--- src/rtl/ufc_pkg.sv ---
// shared constants, types and the parity function of the frame control
// assumes a 10 MHz clock and an 8-bit register port
package ufc_pkg;
   localparam int DATA_W = 8;
   localparam int ADDR_W = 4;
   localparam int DIV_W = 8;
   localparam int CLK_HZ = 10_000_000;
   localparam int BAUD_HZ = 115_200;
   // bit period in clock cycles, minus one
   localparam logic [7:0] DIV_RESET = 8'((CLK_HZ / BAUD_HZ) - 1);
   // register offsets
   localparam logic [3:0] OFS_CTRL = 4'h0;
   localparam logic [3:0] OFS_DATA = 4'h1;
   localparam logic [3:0] OFS_STAT = 4'h2;
   localparam logic [3:0] OFS_DIV = 4'h3;
   // frame control fields
   localparam int B_DLS = 6;
   localparam int B_PEN = 5;
   localparam int B_PT_HI = 4;
   localparam int B_PT_LO = 3;
   localparam int B_BRK = 2;
   localparam int B_RX9 = 1;
   localparam int B_TX9 = 0;
   // status fields
   localparam int S_FULL = 0;
   localparam int S_TIDLE = 1;
   localparam int S_RXV = 2;
   localparam int S_PERR = 3;
   localparam int S_FERR = 4;
   localparam int S_OVR = 5;
   // parity types
   localparam logic [1:0] PT_EVEN = 2'h0;
   localparam logic [1:0] PT_ODD = 2'h1;
   localparam logic [1:0] PT_MARK = 2'h2;
   localparam logic [1:0] PT_SPACE = 2'h3;
   // frame counts
   localparam logic [3:0] LAST8 = 4'h7;
   localparam logic [3:0] LAST9 = 4'h8;
   localparam logic [3:0] BRK_BITS = 4'hD;
   localparam logic STOP_LAST = 1'h1;

   typedef struct packed {
      logic ninth;
      logic [7:0] data;
   } ufc_word_t;

   typedef struct packed {
      logic dls;
      logic pen;
      logic [1:0] ptype;
      logic brk;
      logic tx9;
   } ufc_ctrl_t;

   typedef enum logic [2:0] {
      TX_IDLE = 3'h0,
      TX_START = 3'h1,
      TX_DATA = 3'h3,
      TX_STOP = 3'h2,
      TX_BREAK = 3'h6
   } ufc_tx_state_t;

   typedef enum logic [1:0] {
      RX_IDLE = 2'h0,
      RX_START = 2'h1,
      RX_DATA = 2'h3,
      RX_STOP = 2'h2
   } ufc_rx_state_t;

   // parity over the bits that precede the parity slot
   function automatic logic ufc_parity(input logic [1:0] pt,
                                       input logic [8:0] v,
                                       input logic nine);
      logic ones;
      ones = nine ? ^v[7:0] : ^v[6:0];
      if (pt == PT_EVEN) begin
         ufc_parity = ones;
      end else if (pt == PT_ODD) begin
         ufc_parity = ~ones;
      end else begin
         ufc_parity = (pt == PT_MARK);
      end
   endfunction
endpackage

--- src/rtl/ufc_frame_ctrl.sv ---
// character format control of an asynchronous serial transceiver
// assumes a single 10 MHz clock, strobe register port, rx from a pin
//
// Operation
// - frames carry 9 data bits when length select is 1, else 8
// - ninth bit received goes to rx ninth field; tx ninth field is sent
// - with parity on, received parity never reaches data or ninth field
// - parity generated and checked only while parity enable is set
// - type 00 gives even parity, 01 gives odd parity
// - type 10 sends constant 1, type 11 constant 0 in parity slot
// - break: finish buffered data, then low at least 13 bits, until cleared
// - with break clear the line carries normal frames
// - rx ninth field is read-only and meaningful in 9-bit format only
// - tx ninth field is write-only and used in 9-bit format only
// - transmitter always appends two stop bits
//
// The strobed register port and the address map were chosen for this implementation.
`timescale 1ns/1ps
module ufc_frame_ctrl #(
   parameter int DIV_W = ufc_pkg::DIV_W,
   parameter int BUF_DEPTH = 2
) (
   // clock and reset
   input wire logic clk,
   input wire logic reset,
   // register port
   input wire logic [ufc_pkg::ADDR_W-1:0] addr,
   input wire logic [ufc_pkg::DATA_W-1:0] wdata,
   input wire logic wr,
   input wire logic rd,
   output logic [ufc_pkg::DATA_W-1:0] rdata_q,
   // serial line
   output logic tx_q,
   input wire logic rx_in
);
   ufc_pkg::ufc_ctrl_t ctrl_q;
   ufc_pkg::ufc_ctrl_t ctrl_wval;
   logic [DIV_W-1:0] div_q;
   logic sel_ctrl, sel_data, sel_stat, sel_div;
   logic wr_ctrl, wr_data, wr_div, rd_ctrl, rd_data, rd_stat;
   logic [7:0] rd_val;
   logic [7:0] stat_val;
   // buffer
   ufc_pkg::ufc_word_t push_word;
   ufc_pkg::ufc_word_t buf_word;
   logic buf_in_ready, buf_out_valid, tx_load;
   // transmitter
   ufc_pkg::ufc_tx_state_t tx_st_q, tx_st_d;
   logic [8:0] tx_sh_q, tx_sh_d, tx_raw, tx_frame;
   logic [3:0] tx_idx_q, tx_idx_d, tx_last, brk_q, brk_d;
   logic stop_q, stop_d, tx_d, tx_par, tx_tick;
   // receiver
   ufc_pkg::ufc_rx_state_t rx_st_q, rx_st_d;
   logic [8:0] rx_sh_q, rx_sh_d;
   logic [3:0] rx_idx_q, rx_idx_d;
   logic rx_s1_q, rx_s2_q, rx_prev_q, rx_tick, rx_done;
   logic rx_par_exp, rx_par_got, perr_evt, ferr_evt;
   logic [7:0] rx_byte, rx_data_q;
   logic rx_ninth_q, rx_valid_q, perr_q, ferr_q, ovr_q;

   // address decode
   assign sel_ctrl = (addr == ufc_pkg::OFS_CTRL);
   assign sel_data = (addr == ufc_pkg::OFS_DATA);
   assign sel_stat = (addr == ufc_pkg::OFS_STAT);
   assign sel_div = (addr == ufc_pkg::OFS_DIV);
   assign wr_ctrl = wr && sel_ctrl;
   assign wr_data = wr && sel_data;
   assign wr_div = wr && sel_div;
   assign rd_ctrl = rd && sel_ctrl;
   assign rd_data = rd && sel_data;
   assign rd_stat = rd && sel_stat;

   // rx ninth bit position is ignored on write
   assign ctrl_wval = '{dls: wdata[ufc_pkg::B_DLS],
                        pen: wdata[ufc_pkg::B_PEN],
                        ptype: wdata[ufc_pkg::B_PT_HI:ufc_pkg::B_PT_LO],
                        brk: wdata[ufc_pkg::B_BRK],
                        tx9: wdata[ufc_pkg::B_TX9]};

   assign stat_val = {2'h0, ovr_q, ferr_q, perr_q, rx_valid_q,
                      (tx_st_q == ufc_pkg::TX_IDLE) && !buf_out_valid,
                      !buf_in_ready};

   // read mux; tx ninth field reads as zero
   always_comb begin
      rd_val = 8'h00;
      if (sel_ctrl) begin
         rd_val = {1'h0, ctrl_q.dls, ctrl_q.pen, ctrl_q.ptype, ctrl_q.brk,
                   rx_ninth_q, 1'h0};
      end else if (sel_data) begin
         rd_val = rx_data_q;
      end else if (sel_stat) begin
         rd_val = stat_val;
      end else if (sel_div) begin
         rd_val = 8'(div_q);
      end
   end

   always_ff @(posedge clk) begin
      if (reset) begin
         ctrl_q <= '0;
         div_q <= DIV_W'(ufc_pkg::DIV_RESET);
         rdata_q <= 8'h00;
      end else begin
         ctrl_q <= wr_ctrl ? ctrl_wval : ctrl_q;
         div_q <= wr_div ? DIV_W'(wdata) : div_q;
         rdata_q <= rd ? rd_val : 8'h00;
      end
   end

   // tx ninth field travels with each buffered word
   assign push_word = '{ninth: ctrl_q.tx9, data: wdata};

   ufc_fifo2 #(.W($bits(ufc_pkg::ufc_word_t)), .DEPTH(BUF_DEPTH)) u_buf (
      .clk(clk),
      .reset(reset),
      .in_valid(wr_data),
      .in_ready(buf_in_ready),
      .in_data(push_word),
      .out_valid(buf_out_valid),
      .out_ready(tx_load),
      .out_data(buf_word)
   );

   ufc_bit_timer #(.W(DIV_W)) u_tx_tmr (
      .clk(clk),
      .reset(reset),
      .restart(tx_st_q == ufc_pkg::TX_IDLE),
      .half(1'h0),
      .period(div_q),
      .tick(tx_tick)
   );

   ufc_bit_timer #(.W(DIV_W)) u_rx_tmr (
      .clk(clk),
      .reset(reset),
      .restart(rx_st_q == ufc_pkg::RX_IDLE),
      .half(1'h1),
      .period(div_q),
      .tick(rx_tick)
   );

   // transmit frame build
   assign tx_last = ctrl_q.dls ? ufc_pkg::LAST9 : ufc_pkg::LAST8;
   assign tx_load = (tx_st_q == ufc_pkg::TX_IDLE) && buf_out_valid;
   assign tx_raw = {buf_word.ninth, buf_word.data};
   assign tx_par = ufc_pkg::ufc_parity(ctrl_q.ptype, tx_raw,
                                       ctrl_q.dls);
   assign tx_frame = {(ctrl_q.pen && ctrl_q.dls) ? tx_par : tx_raw[8],
                      (ctrl_q.pen && !ctrl_q.dls) ? tx_par : tx_raw[7],
                      tx_raw[6:0]};

   always_comb begin
      tx_st_d = tx_st_q;
      tx_sh_d = tx_sh_q;
      tx_idx_d = tx_idx_q;
      stop_d = stop_q;
      brk_d = brk_q;
      case (tx_st_q)
         ufc_pkg::TX_IDLE: begin
            if (buf_out_valid) begin
               tx_st_d = ufc_pkg::TX_START;
               tx_sh_d = tx_frame;
            end else if (ctrl_q.brk) begin
               tx_st_d = ufc_pkg::TX_BREAK;
               brk_d = 4'h0;
            end
         end
         ufc_pkg::TX_START: begin
            if (tx_tick) begin
               tx_st_d = ufc_pkg::TX_DATA;
               tx_idx_d = 4'h0;
            end
         end
         ufc_pkg::TX_DATA: begin
            if (tx_tick && tx_idx_q == tx_last) begin
               tx_st_d = ufc_pkg::TX_STOP;
               stop_d = 1'h0;
            end else if (tx_tick) begin
               tx_sh_d = {1'h0, tx_sh_q[8:1]};
               tx_idx_d = tx_idx_q + 4'h1;
            end
         end
         ufc_pkg::TX_STOP: begin
            if (tx_tick && stop_q == ufc_pkg::STOP_LAST) begin
               tx_st_d = ufc_pkg::TX_IDLE;
            end else if (tx_tick) begin
               stop_d = ufc_pkg::STOP_LAST;
            end
         end
         ufc_pkg::TX_BREAK: begin
            if (tx_tick && brk_q != ufc_pkg::BRK_BITS) begin
               brk_d = brk_q + 4'h1;
            end
            if (brk_q == ufc_pkg::BRK_BITS && !ctrl_q.brk) begin
               tx_st_d = ufc_pkg::TX_IDLE;
            end
         end
         default: begin
            tx_st_d = ufc_pkg::TX_IDLE;
         end
      endcase
   end

   // line level follows the next state, so tx_q lines up with tx_st_q
   assign tx_d = (tx_st_d == ufc_pkg::TX_DATA) ? tx_sh_d[0] :
                 !(tx_st_d == ufc_pkg::TX_START ||
                   tx_st_d == ufc_pkg::TX_BREAK);

   always_ff @(posedge clk) begin
      if (reset) begin
         tx_st_q <= ufc_pkg::TX_IDLE;
         tx_sh_q <= 9'h000;
         tx_idx_q <= 4'h0;
         stop_q <= 1'h0;
         brk_q <= 4'h0;
         tx_q <= 1'h1;
      end else begin
         tx_st_q <= tx_st_d;
         tx_sh_q <= tx_sh_d;
         tx_idx_q <= tx_idx_d;
         stop_q <= stop_d;
         brk_q <= brk_d;
         tx_q <= tx_d;
      end
   end

   // receiver
   always_comb begin
      rx_st_d = rx_st_q;
      rx_sh_d = rx_sh_q;
      rx_idx_d = rx_idx_q;
      rx_done = 1'h0;
      case (rx_st_q)
         ufc_pkg::RX_IDLE: begin
            if (!rx_s2_q && rx_prev_q) begin
               rx_st_d = ufc_pkg::RX_START;
            end
         end
         ufc_pkg::RX_START: begin
            if (rx_tick) begin
               rx_st_d = rx_s2_q ? ufc_pkg::RX_IDLE : ufc_pkg::RX_DATA;
               rx_idx_d = 4'h0;
            end
         end
         ufc_pkg::RX_DATA: begin
            if (rx_tick) begin
               rx_sh_d[rx_idx_q] = rx_s2_q;
               if (rx_idx_q == tx_last) begin
                  rx_st_d = ufc_pkg::RX_STOP;
               end else begin
                  rx_idx_d = rx_idx_q + 4'h1;
               end
            end
         end
         ufc_pkg::RX_STOP: begin
            if (rx_tick) begin
               rx_st_d = ufc_pkg::RX_IDLE;
               rx_done = 1'h1;
            end
         end
         default: begin
            rx_st_d = ufc_pkg::RX_IDLE;
         end
      endcase
   end

   assign rx_par_exp = ufc_pkg::ufc_parity(ctrl_q.ptype, rx_sh_q,
                                           ctrl_q.dls);
   assign rx_par_got = ctrl_q.dls ? rx_sh_q[8] : rx_sh_q[7];
   assign perr_evt = rx_done && ctrl_q.pen &&
                     (rx_par_exp != rx_par_got);
   assign ferr_evt = rx_done && !rx_s2_q;
   assign rx_byte = {(ctrl_q.pen && !ctrl_q.dls) ? 1'h0 : rx_sh_q[7],
                     rx_sh_q[6:0]};

   always_ff @(posedge clk) begin
      if (reset) begin
         rx_s1_q <= 1'h1;
         rx_s2_q <= 1'h1;
         rx_prev_q <= 1'h1;
         rx_st_q <= ufc_pkg::RX_IDLE;
         rx_sh_q <= 9'h000;
         rx_idx_q <= 4'h0;
      end else begin
         rx_s1_q <= rx_in;
         rx_s2_q <= rx_s1_q;
         rx_prev_q <= rx_s2_q;
         rx_st_q <= rx_st_d;
         rx_sh_q <= rx_sh_d;
         rx_idx_q <= rx_idx_d;
      end
   end

   // received word and sticky flags; a new event wins over a clear
   always_ff @(posedge clk) begin
      if (reset) begin
         rx_data_q <= 8'h00;
         rx_ninth_q <= 1'h0;
         rx_valid_q <= 1'h0;
         perr_q <= 1'h0;
         ferr_q <= 1'h0;
         ovr_q <= 1'h0;
      end else begin
         rx_data_q <= rx_done ? rx_byte : rx_data_q;
         if (rx_done && ctrl_q.dls) begin
            rx_ninth_q <= !ctrl_q.pen && rx_sh_q[8];
         end
         rx_valid_q <= rx_done || (rx_valid_q && !rd_data);
         perr_q <= perr_evt || (perr_q && !rd_stat);
         ferr_q <= ferr_evt || (ferr_q && !rd_stat);
         ovr_q <= (rx_done && rx_valid_q) || (ovr_q && !rd_stat);
      end
   end
endmodule

--- src/rtl/ufc_bit_timer.sv ---
// bit period timer: one tick per period+1 cycles
// assumes restart is held while the owner is idle
`timescale 1ns/1ps
module ufc_bit_timer #(
   parameter int W = 8
) (
   // clock and reset
   input wire logic clk,
   input wire logic reset,
   // control
   input wire logic restart,
   input wire logic half,
   input wire logic [W-1:0] period,
   // tick out
   output logic tick
);
   logic [W-1:0] cnt_q;

   assign tick = !restart && (cnt_q == period);

   always_ff @(posedge clk) begin
      if (reset) begin
         cnt_q <= '0;
      end else if (restart) begin
         cnt_q <= half ? (period >> 1) : '0;
      end else if (tick) begin
         cnt_q <= '0;
      end else begin
         cnt_q <= cnt_q + 1'h1;
      end
   end
endmodule

--- src/rtl/ufc_fifo2.sv ---
// small word buffer with valid and ready on both sides
// assumes DEPTH is a power of two
`timescale 1ns/1ps
module ufc_fifo2 #(
   parameter int W = 9,
   parameter int DEPTH = 2
) (
   // clock and reset
   input wire logic clk,
   input wire logic reset,
   // fill side
   input wire logic in_valid,
   output logic in_ready,
   input wire logic [W-1:0] in_data,
   // drain side
   output logic out_valid,
   input wire logic out_ready,
   output logic [W-1:0] out_data
);
   localparam int AW = (DEPTH > 1) ? $clog2(DEPTH) : 1;
   logic [W-1:0] mem_q [DEPTH];
   logic [AW-1:0] wr_q;
   logic [AW-1:0] rd_q;
   logic [AW:0] cnt_q;
   logic push;
   logic pop;

   assign in_ready = (cnt_q != (AW+1)'(DEPTH));
   assign out_valid = (cnt_q != '0);
   assign out_data = mem_q[rd_q];
   assign push = in_valid && in_ready;
   assign pop = out_valid && out_ready;

   always_ff @(posedge clk) begin
      if (push) begin
         mem_q[wr_q] <= in_data;
      end
   end

   always_ff @(posedge clk) begin
      if (reset) begin
         wr_q <= '0;
         rd_q <= '0;
         cnt_q <= '0;
      end else begin
         wr_q <= push ? wr_q + 1'h1 : wr_q;
         rd_q <= pop ? rd_q + 1'h1 : rd_q;
         cnt_q <= cnt_q + {{AW{1'h0}}, push} - {{AW{1'h0}}, pop};
      end
   end
endmodule

--- config.mk ---
export PLATFORM = sky130hd
export DESIGN_NAME = ufc_frame_ctrl
export DESIGN_NICKNAME = d
export VERILOG_FILES = /design/src/rtl/ufc_pkg.sv /design/src/rtl/ufc_frame_ctrl.sv /design/src/rtl/ufc_bit_timer.sv /design/src/rtl/ufc_fifo2.sv
export SDC_FILE = /design/constraint.sdc
export NUM_CORES = 1
export LEC_CHECK = 0
export ABC_AREA = 1
export BUFFER_PORTS_ARGS = -buffer_cell sky130_fd_sc_hd__buf_2
export CELL_PAD_IN_SITES_DETAIL_PLACEMENT = 1
export CELL_PAD_IN_SITES_GLOBAL_PLACEMENT = 1
export CORE_ASPECT_RATIO = 1.25
export CORE_MARGIN = 1.5
export CORE_UTILIZATION = 51
export CTS_BUF_LIST = sky130_fd_sc_hd__clkbuf_8
export DETAILED_ROUTE_END_ITERATION = 8
export PLACE_DENSITY = 0.95
export SLEW_MARGIN = 20
export SYNTH_ARGS = -nofsm -noshare
export SYNTH_HDL_FRONTEND = slang
export SYNTH_SLANG_ARGS = --single-unit
--- constraint.sdc ---
create_clock -name clk -period 3 [get_ports clk]
set_input_delay 0.15 -clock clk [delete_from_list [all_inputs] [get_ports clk]]
set_output_delay 0.15 -clock clk [all_outputs]
set_load 0.01 [all_outputs]
Word level (Yosys, flattened, before mapping)
Memories as Yosys holds them, arrays and structs flattened. A register that Yosys moved wholly into a read port is not among the register bits.
Index checks and enable logic that the tools add are counted.
- register bits: 95
- RAM bits: 18
- input bits: 17
- word-level logic and storage cells: 218
- memories: 1
- memory list (name ; words ; width ; read ports ; clocked after memory_dff ; wr ports ; RTL line ; RTL):
    u_buf.mem_q ; 2 ; 9 ; 1 ; 1 ; 1 ; ufc_fifo2.sv:21 ; logic [W-1:0] mem_q [DEPTH];
- add/subtract/negate cells: 9
- order comparisons: 2
- equality and inequality tests: 39
- mux-type cells: 61
- bitwise logic cells: 3
- reduce and logical (&&, ||, !) cells: 70
- operator list (cell ; number):
    $mux W4 ; 10
    $ne A2 B2 Y1 const B ; 17
    $logic_and A1 B1 Y1 ; 29
    $mux W9 ; 3
    $mux W8 ; 3
    $pmux W4 S2 ; 3
    $mux W1 ; 21
    $mux W7 ; 3
    $reduce_and A4 Y1 ; 5
    $mux W3 ; 6
    $pmux W9 S2 ; 1
    $add A8 B1 Y8 const B ; 2
    $eq A8 B8 Y1 ; 2
    $reduce_xor A8 Y1 ; 2
    $pmux W3 S5 ; 1
    $reduce_xor A7 Y1 ; 2
    $add A4 B1 Y4 const B ; 3
    $mux W2 ; 6
    $reduce_bool A2 Y1 ; 6
    $logic_not A1 Y1 ; 11
    $bwmux W9 ; 1
    $eq A3 B2 Y1 const B ; 3
    $reduce_or A3 Y1 ; 3
    $eq A4 B2 Y1 const B ; 2
    other kinds (25) ; 39

Longest topological paths before layout
Gate-level depths: netlist (run 1).
- depth after elaboration: 10
- depth in mapped cells: 16
- gate-level depth less buffers: 16

Modules after synthesis
From an unflattened synthesis (run 1), not the netlist that was laid out.
- cells, all modules: 773
- area, all modules: 5810.6 µm²
- by module, submodules not included (module ; times used ; cells an instance ; area each (µm²) ; seq. area each (µm²)):
    ufc_frame_ctrl ; 1 ; 531 ; 3714.8 ; 1501.4
    ufc_bit_timer ; 2 ; 89 ; 593.1 ; 160.2
    ufc_fifo2 ; 1 ; 64 ; 909.6 ; 640.6

Worst setup path after synthesis (run 1)
No wires, ideal clock.
- path type: input to register
- start: input addr[3] in the netlist's numbering
- end: memory u_buf.mem_q[1][0] (enable)
- arrival: 1.399 ns
- required time: 2.624 ns
- slack: 1.225 ns
- stages: 9
- path through: nor2_1 -> inv_1 -> nor2_1 -> inv_1 -> nor2_1 -> inv_2 -> nor3_1 -> inv_1 -> nor2_1
- cells in the longest elaborated chain, start to end: 5
- ends and longest elaborated chain (item ; RTL line ; RTL):
    from (decl) ; ufc_frame_ctrl.sv:27 ; input wire logic [ufc_pkg::ADDR_W-1:0] addr,
    $eq A4 B1 Y1 ; ufc_frame_ctrl.sv:63 ; assign sel_data = (addr == ufc_pkg::OFS_DATA);
    $logic_and A1 B1 Y1 ; ufc_frame_ctrl.sv:67 ; assign wr_data = wr && sel_data;
    $logic_and A1 B1 Y1 ; ufc_fifo2.sv:31 ; assign push = in_valid && in_ready;
    via u_buf.push ; ufc_fifo2.sv:25 ; logic push;
    $mux W1 ; ufc_fifo2.sv:35 ; if (push) begin
    $mux W1 (implied by the code) ; ufc_fifo2.sv:36 ; mem_q[wr_q] <= in_data;
    to (decl) ; ufc_fifo2.sv:21 ;
The timed path passes the listed nets, and every way through them passes these cells.

Worst setup path in the final report (run 1)
- start: register div_q[2]
- end: register perr_q
- cells in the longest elaborated chain, start to end: 7
- ends and longest elaborated chain (item ; RTL line ; RTL):
    from (decl) ; ufc_frame_ctrl.sv:38 ; logic [DIV_W-1:0] div_q;
    from (signal assigned) ; ufc_frame_ctrl.sv:102 ; div_q <= DIV_W'(ufc_pkg::DIV_RESET);
    from (signal assigned) ; ufc_frame_ctrl.sv:106 ; div_q <= wr_div ? DIV_W'(wdata) : div_q;
    $eq A8 B8 Y1 ; ufc_bit_timer.sv:19 ; assign tick = !restart && (cnt_q == period);
    $logic_and A1 B1 Y1 ; ufc_bit_timer.sv:19 ;
    $mux W1 ; ufc_frame_ctrl.sv:257 ; if (rx_tick) begin
    $mux W1 ; ufc_frame_ctrl.sv:234 ; case (rx_st_q)
    $logic_and A1 B1 Y1 (2 in a row) ; ufc_frame_ctrl.sv:271 ; assign perr_evt = rx_done && ctrl_q.pen &&
    $logic_or A1 B1 Y1 ; ufc_frame_ctrl.sv:310 ; perr_q <= perr_evt || (perr_q && !rd_stat);
    to (signal assigned) ; ufc_frame_ctrl.sv:310 ;
    to (decl) ; ufc_frame_ctrl.sv:59 ; logic rx_ninth_q, rx_valid_q, perr_q, ferr_q, ovr_q;
Every way passes these cells.
A chain may end at the register's enable or synchronous reset.

==> results.cfg, run 1 <==
[outcome]
status = completed

[final_layout]
nets = 785
final_cells = 899
seq_area_um2 = 2460
area_growth_pct = 13.9
fillers = 1294
drive_gt1_share_pct = 10.5
multi_input_area_um2 = 2440
diodes = 0

[routing]
drt_wl_total_um = 19100
drt-wirelength-per-cell_um = 21.3
routed_via_density = 6.03
antenna_left = 0
drc = 0
num_vias = 5419
drt_iter0_drc = 346
firstDrtPassIters = 5

[synthesis]
synthMuxAreaShare_pct = 0
synth.distinct_cells = 39
syn_avg_cell_area_um2 = 7.51
synthAdderAreaFrac_pct = 2.55
ys_warn_count = 0
syn-cell-area_um2 = 5410
syn-num-nets = 748
synthXorXnorAreaFrac_pct = 3.40
synth-simple-area-share_pct = 23.7
yosysSeqAreaShare_pct = 45.5
postSynthCellCount = 720
synth-compound-area-share_pct = 15.5
synth_top_family_by_area = simple AND/OR/NAND/NOR gates
ys_ff_latch = 114

[setup_path]
path_max_fanout = 21
worstReg2RegEnd = perr_q
cp_data_required_time_ps = 3370
cp-end-kind = flip-flop
setup.worst_path.start_class = flip-flop
arrival_ps = 2730
critPathKind = flip-flop to flip-flop
rr_worst_depth = 10
r2r-start = div_q[2]
reg2reg_setup_slack_ps = 630

[clocking]
cts_max_path_buffers = 2
cts_htree_levels = 4
cts_buffers = 17
postCtsSetupBuffers = 0
insertion_delay_ps = 460
path_clk_slew_ps = 80
cts_tree = built
cts-root-buf = clkbuf_8
cts-resized-gates = 0
cts_sinks = 114

[timing]
setup_tns_ps = 0
relSlewSlack_pct = 25.0
worstMarginPinSlew_ps = 1120
setup_viol = 0
fin_crit_ps = 2370
worst_clock_skew_ps = 33.7
hold_viol_final = 0
rsz0062_at_grt = no
drv_slew = 0
finalCritPeriodShare_pct = 78.9
fmax_mhz = 423

[die]
die_w_um = 95.1
num_io_pins = 26
start_util_pct = 53.0
rows = 41
die-area_um2 = 11200
fp.dieH_um = 118
core_area_um2 = 10200

[global_routing]
grt_overflow_total = 0
met2_usage_pct = 60.7
antenna_found_initial = 0
top_usage_layer = met2
grtUsageTotal_pct = 36.2
grt_pass1_vias = 5860
grt_pass1_wl_um = 30600
met1_usage_pct = 38.0
grt_max_degree = 38
use_met3_pct = 10.5

[pwr]
peakVddDrop_uv = 342
power_frac_seq_pct = 41.0
power.switching_mw = 1.32
powerDensity_nw_per_um2 = 691
leakagePower_nw = 2.52
p_comb_share_pct = 17.9
p_int_mw = 2.93
switching_share_pct = 31.1
power_frac_clock_pct = 41.0

[hold_path]
hp-start = wr
hold_class = input pin to flip-flop
min_to = ctrl_q[0]
hold_path_depth = 3

[placed_design]
gp_congestion = 0.937
dp_cells = 858
portBuffers = 25
hpwl_um = 11600

[flow_run]
max_cap_violations = 0
==> routing by layer <==
| layer | wire length, µm | up-vias | part of all wire (%) |
|---|---|---|---|
| li1 | - | 2431 | - |
| met1 | 6950 | 2638 | 36 |
| met2 | 9710 | 246 | 51 |
| met3 | 1120 | 104 | 5.8 |
| met4 | 1340 | 0 | 7.0 |
| met5 | 0 | - | 0 |
==> area by class of cell <==
type | instances | area share [%]
Clock buffer | 20 | 4.47
Sequential cell | 114 | 40.0
Multi-Input combinational cell | 480 | 39.6
Tap cell | 129 | 2.62
Timing Repair Buffer | 35 | 3.62
Clock inverter | 12 | 3.05
Inverter | 109 | 6.65
==> state kept, by name, summed over array words and instances (netlist names), 6 cells and up, named ones only <==
register	count
tx_sh_q	9
ctrl_q	6
div_q	8
u_tx_tmr.cnt_q	8
rx_sh_q	9
rx_data_q	8
u_rx_tmr.cnt_q	8
u_buf.mem_q	18
rdata_q	8
==> worst max-delay path: stages, from the launching register on <==
cell,delay [ps]
dfxtp_1,510
inv_1,140
nand2_1,100
nand3_1,80
nor2_1,160
nand2_2,160
inv_1,130
nand2_1,390
nor2_1,320
nand3b_1,160
a21oi_1,140
==> placed cells by master, fill, tap and decap left out, drive strengths merged <==
cell type	netlist	routed
dlygate4sd3	0	9
or2	3	3
o22ai	5	5
clkinv	1	4
and3	3	3
nor3b	2	2
o21a	2	2
nand3	42	42
nand3b	1	1
nand4	8	8
a21oi	70	70
o32ai	6	6
o21ai	60	60
xnor2	12	12
nor3	17	17
xor2	9	9
clkinvlp	0	2
o21bai	1	1
inv	108	110
o31ai	1	1
edfxtp	18	18
ha	11	11
o211ai	1	1
dfxtp	96	96
a221oi	6	6
nor2	72	72
bufinv	0	5
clkbuf	11	20
buf	6	26
nand2	148	148
==> Yosys cell counts <==
cell,count,share of area (%)
o21ai_0,59,5.5
nand4_1,8,0.93
inv_2,6,0.42
o32ai_1,6,0.97
edfxtp_1,18,10
nor2_4,2,0.42
clkbuf_2,1,0.092
dfxtp_1,96,36
buf_2,3,0.28
xnor2_1,12,1.9
nor3b_1,2,0.28
o31ai_2,1,0.23
nand2_2,5,0.58
o22ai_1,5,0.58
buf_4,1,0.14
or2_0,1,0.12
a21oi_1,68,6.3
ha_1,11,2.5
o211ai_1,1,0.14
nand3_1,42,3.9
clkbuf_1,9,0.62
o21ai_1,1,0.092
o21a_1,2,0.28
nand2_1,143,9.9
a21oi_2,2,0.32
clkbuf_8,1,0.25
xor2_1,9,1.5
nor3_2,1,0.19
o21bai_1,1,0.14
clkinv_1,1,0.069
nor2_1,64,4.4
or2_2,2,0.23
inv_1,102,7.1
nor2_2,6,0.69
a221oi_1,6,0.97
nand3b_1,1,0.14
nor3_1,16,1.5
buf_6,2,0.42
and3_1,3,0.35
==> through the flow <==
stage          utilization, %  power [mW]  setup WS, ps  area (µm²)  hold slack [ps]
2_1_floorplan               -        2.29          1230        5410              249
3_3_place_gp             54.9        2.42           909        5600              336
3_5_place_dp             54.9        2.47           608        5600              344
4_1_cts                  60.3        4.20           689        6160             26.0
5_1_grt                  60.3        4.43           503        6160             39.6
6_report                 60.3        4.25           634        6160             59.5
==> kinds of logic after synthesis <==
logic type | after synthesis
AND/OR/NAND/NOR | 296
AO/OA/AOI/OAI | 152
buffers and inverters | 126
flip-flops | 114
XOR/XNOR | 21
adder cells (fa/ha/maj) | 11
==> what timing repair did <==
item,in CTS,in global routing
endpoints found under the hold margin,17,0
endpoints found under the setup margin,0,0
hold buffers,9,0
==> power by group through the flow <==
stage / sequential, mW / clock (mW) / combinational (mW)
after floorplan: 1.74 / 0 / 0.553
after global placement: 1.76 / 0 / 0.655
after detailed placement: 1.77 / 0 / 0.700
after CTS: 1.74 / 1.73 / 0.734
after global routing: 1.76 / 1.82 / 0.849
final: 1.75 / 1.75 / 0.762
==> how the worst max path moves through the flow <==
stage | to | slack, ps | cells after the start | start
floorplan | u_buf.mem_q[1][0] | 1230 | 9 | addr[3]
global placement | u_buf.mem_q[1][1] | 910 | 10 | addr[3]
detailed placement | u_buf.mem_q[0][5] | 610 | 10 | addr[3]
CTS | perr_q | 690 | 10 | div_q[2]
global route | perr_q | 500 | 10 | div_q[4]
finish | perr_q | 630 | 10 | div_q[2]
No activity file was read; power rests on OpenSTA's default activity.
==> inputs of run 2 (changes only) <==
- CORE_UTILIZATION: 51 -> 43
- PLACE_DENSITY: 0.95 -> 0.89
- clock period: 3 -> 2 ns (I/O delays scaled with it)
==> results.cfg, run 2 (same netlist as run 1, synthesis figures left out) <==
[flow_run]
max_cap_violations = 0

[timing]
worst_clock_skew_ps = 17.3
finalCritPeriodShare_pct = 99.9
fin_crit_ps = 2000
rsz0062_at_grt = yes
fmax_mhz = 501
drv_slew = 0
hold_viol_final = 0
relSlewSlack_pct = 65.7
worstMarginPinSlew_ps = 514
setup_viol = 0

[placed_design]
gp_congestion = 0.929
place_area_um2 = 5750
hpwl_um = 11500
dp_cells = 907
portBuffers = 25

[global_routing]
antenna_found_initial = 0
grt_pass1_vias = 5596
grt_max_degree = 27
grt_overflow_total = 0
grtUsageTotal_pct = 26.7
grt_pass1_wl_um = 27200

[clocking]
cts_sinks = 114
cts_buffers = 17
path_clk_slew_ps = 80
cts-root-buf = clkbuf_8
cts_htree_levels = 4
cts_tree = built
cts_max_path_buffers = 2
insertion_delay_ps = 470

[setup_path]
arrival_ps = 2380
path_max_fanout = 5
reg2reg_setup_slack_ps = 3
critPathKind = flip-flop to flip-flop
rr_worst_depth = 9
cp_data_required_time_ps = 2390
r2r-start = tx_st_q[1]
setup.worst_path.start_class = flip-flop
worstReg2RegEnd = u_buf.cnt_q[1]
cp-end-kind = flip-flop

[die]
fp.dieH_um = 128
start_util_pct = 44.2
core_area_um2 = 12200
rows = 45
die_w_um = 103
num_io_pins = 26
die-area_um2 = 13300

[final_layout]
final_cell_mix = nand2_1, inv_1, dfxtp_1
stdcell_area_um2 = 6340
largest_register = u_buf.mem_q
nets = 803
final_cells = 952
top_regs = u_buf.mem_q: 18 flops, rx_sh_q: 9 flops, tx_sh_q: 9 flops
fillers = 1546
largest_reg_flops = 18
layout_commonest_cell = nand2_1
drive_gt1_share_pct = 14.7
area_growth_pct = 17.2
diodes = 0

[routing]
drt-wirelength-per-cell_um = 18.1
antenna_left = 0
num_vias = 5285
drt_iter0_drc = 239
firstDrtPassIters = 5
drt_wl_total_um = 17200
drc = 0
routed_via_density = 5.55

[pwr]
peakVddDrop_uv = 499
powerDensity_nw_per_um2 = 970
total_power_mw = 6.15
leakagePower_nw = 2.57

[hold_path]
hp-start = rd
hold_path_depth = 5
min_to = rdata_q[1]
hold_class = input pin to flip-flop

[outcome]
status = completed
==> run 2: changes by cell type in the layout (fill, tap and decap cells not counted), moves of 3 or more <==
cell / change
buf_4: +16
clkbuf_8: -3
clkinvlp_4: +3
dfxtp_1: -6
dfxtp_2: +4
inv_1: -4
nand2_1: -6
nand2_2: +6
nor2_1: -3
==> run 2: layout make-up <==
type                    count  area [µm²]  share of cell area, %
flip-flops and latches    114        2470                   39.1
well taps                 164         205                   3.24
clock inverters            15         166                   2.63
inverters                 109         414                   6.54
repair buffers             53         364                   5.75
multi-input cells         480        2480                   39.1
clock buffers              17         234                   3.69
==> run 2: critical path, cell delays in order, from the launching register on <==
cell and delay (ps):
dfxtp_1 370, nor3_4 250, inv_2 120, nor2_4 150
ha_1 260, inv_1 60, ha_1 200, xor2_2 210
o21ai_0 140, a21oi_1 170
==> run 2: per-stage QoR <==
stage	setup WS [ps]	TNS [ps]	util, %	hold WS, ps
global placement	-2.48	-2.48	47.1	284
finish	2.77	0	51.9	45.5
detailed placement	-97.7	-233	47.1	290
CTS	4.34	0	51.2	30.1
floorplan	275	0	-	199
global route	-67.1	-135	51.9	61.0
==> run 2: repair_timing <==
item                                    4_1_cts  5_1_grt
endpoints found under the setup margin       22       35
pin swaps                                     0        2
resized for setup                             3       24
buffers inserted                              0        3
hold buffers                                 10        0
endpoints found under the hold margin        23        0
==> run 2: worst max path at each step <==
stage / endpoint / from / slack [ps]
2_1_floorplan: u_buf.mem_q[1][0] / addr[3] / 280
3_3_place_gp: tx_q / div_q[1] / -2
3_5_place_dp: tx_q / div_q[3] / -100
4_1_cts: tx_q / div_q[4] / 4
5_1_grt: u_buf.cnt_q[1] / tx_st_q[1] / -70
6_report: u_buf.cnt_q[1] / tx_st_q[1] / 3
==> run 2: where the power goes <==
part,total [mW],leakage (nW),internal (mW),switching (mW)
Combinational,1.28,1.44,0.414,0.866
Sequential,2.61,0.943,2.48,0.133
Clock,2.26,0.190,1.21,1.04
Total,6.15,2.57,4.10,2.04
==> run 2: layer usage <==
metal  global-route usage [%]  routed length (µm)  up-vias
met5                        0                   0        -
met4                     16.5                 809        0
met3                     5.43                 630       68
met2                     47.9                9340      165
met1                     28.2                6430     2589
li1                         -                   -     2463
==> inputs of run 3 (changes only) <==
- CORE_UTILIZATION: 43 -> 30
- PLACE_DENSITY: 0.89 -> 0.68
==> results.cfg, run 3 (same netlist as run 1, synthesis figures left out) <==
[placed_design]
hpwl_um = 11500
portBuffers = 25
gp_congestion = 0.827
dpl_worst_slack_ps = -16.0

[hold_path]
hold_class = input pin to flip-flop

[final_layout]
area_growth_pct = 18.7
top_regs = u_buf.mem_q: 18 flops, rx_sh_q: 9 flops, tx_sh_q: 9 flops
drive_gt1_share_pct = 13.5
largest_reg_flops = 18
largest_register = u_buf.mem_q
layout_commonest_cell = nand2_1
final_cell_mix = nand2_1, inv_1, dfxtp_1
nets = 804
diodes = 0

[global_routing]
grt_pass1_wl_um = 25200
grtUsageTotal_pct = 17.4
antenna_found_initial = 0
grt_pass1_vias = 4989
grt_overflow_total = 0
grt_max_degree = 23

[routing]
drc = 0
firstDrtPassIters = 4
drt_iter0_drc = 199
num_vias = 4772
antenna_left = 0
drt_wl_total_um = 15100
drt-wirelength-per-cell_um = 15.0
routed_via_density = 4.72

[timing]
fmax_mhz = 542
relSlewSlack_pct = 68.8
rsz0062_at_grt = no
hold_viol_final = 0
fin_hold_ws_ps = 57.1
fin_crit_ps = 1840
worst_clock_skew_ps = 8.91
drv_slew = 0
setup_ws_ps = 156
worstMarginPinSlew_ps = 465
finalCritPeriodShare_pct = 92.2
setup_viol = 0

[setup_path]
cpMaxStageDelayCell = dfxtp_1
cp_data_required_time_ps = 2370
setup.worst_path.start_class = flip-flop
cp-end-kind = flip-flop
critPathKind = flip-flop to flip-flop
arrival_ps = 2210
critPathMaxStageDelay_ps = 340
path_cells = nor3_2 -> inv_1 -> nor2_4 -> ha_1 -> inv_1 -> ha_1 -> xor2_1 -> o21ai_0 -> a21oi_1
path_max_fanout = 5

[clocking]
cts-root-buf = clkbuf_8
cts_sinks = 114
cts_max_path_buffers = 2
cts_tree = built
path_clk_slew_ps = 70
insertion_delay_ps = 440
cts_htree_levels = 4
cts_buffers = 17

[pwr]
leakagePower_nw = 2.61
peakVddDrop_uv = 331
powerDensity_nw_per_um2 = 958

[die]
num_io_pins = 26
fp.dieH_um = 153
die_w_um = 123
die-area_um2 = 18800
core_area_um2 = 17600
start_util_pct = 30.8
rows = 54

[outcome]
status = completed

[flow_run]
max_cap_violations = 0
==> run 3: cell types whose count changed in the layout (fill, tap and decap cells not counted), moves of 2 or more <==
cell,delta
dfxtp_4,-2
nor2_1,+3
inv_1,+2
nor3_2,+2
nor2_2,-3
nand2_2,-4
nand2_1,+4
clkinvlp_4,-5
clkinv_1,-2
clkbuf_8,+2
==> run 3: final timing paths <==
check / from / endpoint / slack [ps] / depth (start not counted)
worst min-delay path: rd / perr_q / 60 / 4
worst min register to register: rx_s1_q / rx_s2_q / 420 / 1
worst max register to register: tx_st_q[0] / u_buf.cnt_q[1] / 160 / 9
worst max-delay path: tx_st_q[0] / u_buf.cnt_q[1] / 160 / 9
==> run 3: report_power, final <==
group | total (mW) | internal [mW] | switching [mW] | leakage [nW]
Combinational | 1.21 | 0.425 | 0.788 | 1.45
Sequential | 2.58 | 2.47 | 0.109 | 0.941
Clock | 2.35 | 1.40 | 0.949 | 0.223
Total | 6.15 | 4.30 | 1.85 | 2.61
==> run 3: repair_timing <==
item / CTS / global route
hold buffers: 11 / 0
hold endpoints to repair: 22 / 0
setup buffers: 0 / 0
resized for setup: 4 / 7
pin swaps: 0 / 1
setup endpoints to repair: 6 / 14
==> run 3: layout make-up <==
| cell class | instances | area, µm² |
|---|---|---|
| Fill cell | 2202 | 11100 |
| Timing Repair Buffer | 54 | 383 |
| Multi-Input combinational cell | 480 | 2450 |
| Clock buffer | 19 | 262 |
| Clock inverter | 11 | 163 |
| Tap cell | 224 | 280 |
| Inverter | 109 | 412 |
| Sequential cell | 114 | 2470 |
==> run 3: routing by layer <==
metal / vias to the layer above / global-route usage (%) / wire length, µm / share of wire, %
li1: 2459 / - / - / -
met2: 36 / 31.8 / 8000 / 53
met4: 0 / 4.93 / 175 / 1.2
met5: - / 0 / 0 / 0
met3: 11 / 3.73 / 300 / 2.0
met1: 2266 / 20.0 / 6650 / 44
==> run 3: per-stage QoR <==
stage,TNS [ps],instances,utilization [%],cell area (µm²),power [mW]
final,0,1011,36.5,6420,6.15
after global routing,0,1011,36.5,6420,6.50
after CTS,0,1011,36.4,6400,6.20
after detailed placement,-64.7,970,33.4,5860,3.81
after global placement,0,970,33.4,5860,3.77
after floorplan,0,720,-,5410,3.44
==> run 3: critical path: cells and delay by family, from the launching register on <==
family	cells	cell delay, ps
buffers and inverters	2	220
adders and majority gates	2	420
DFF	1	340
and+or+nand+nor	2	380
xor gates and xnor gates	1	210
AOI/OAI and AO/OA	2	210
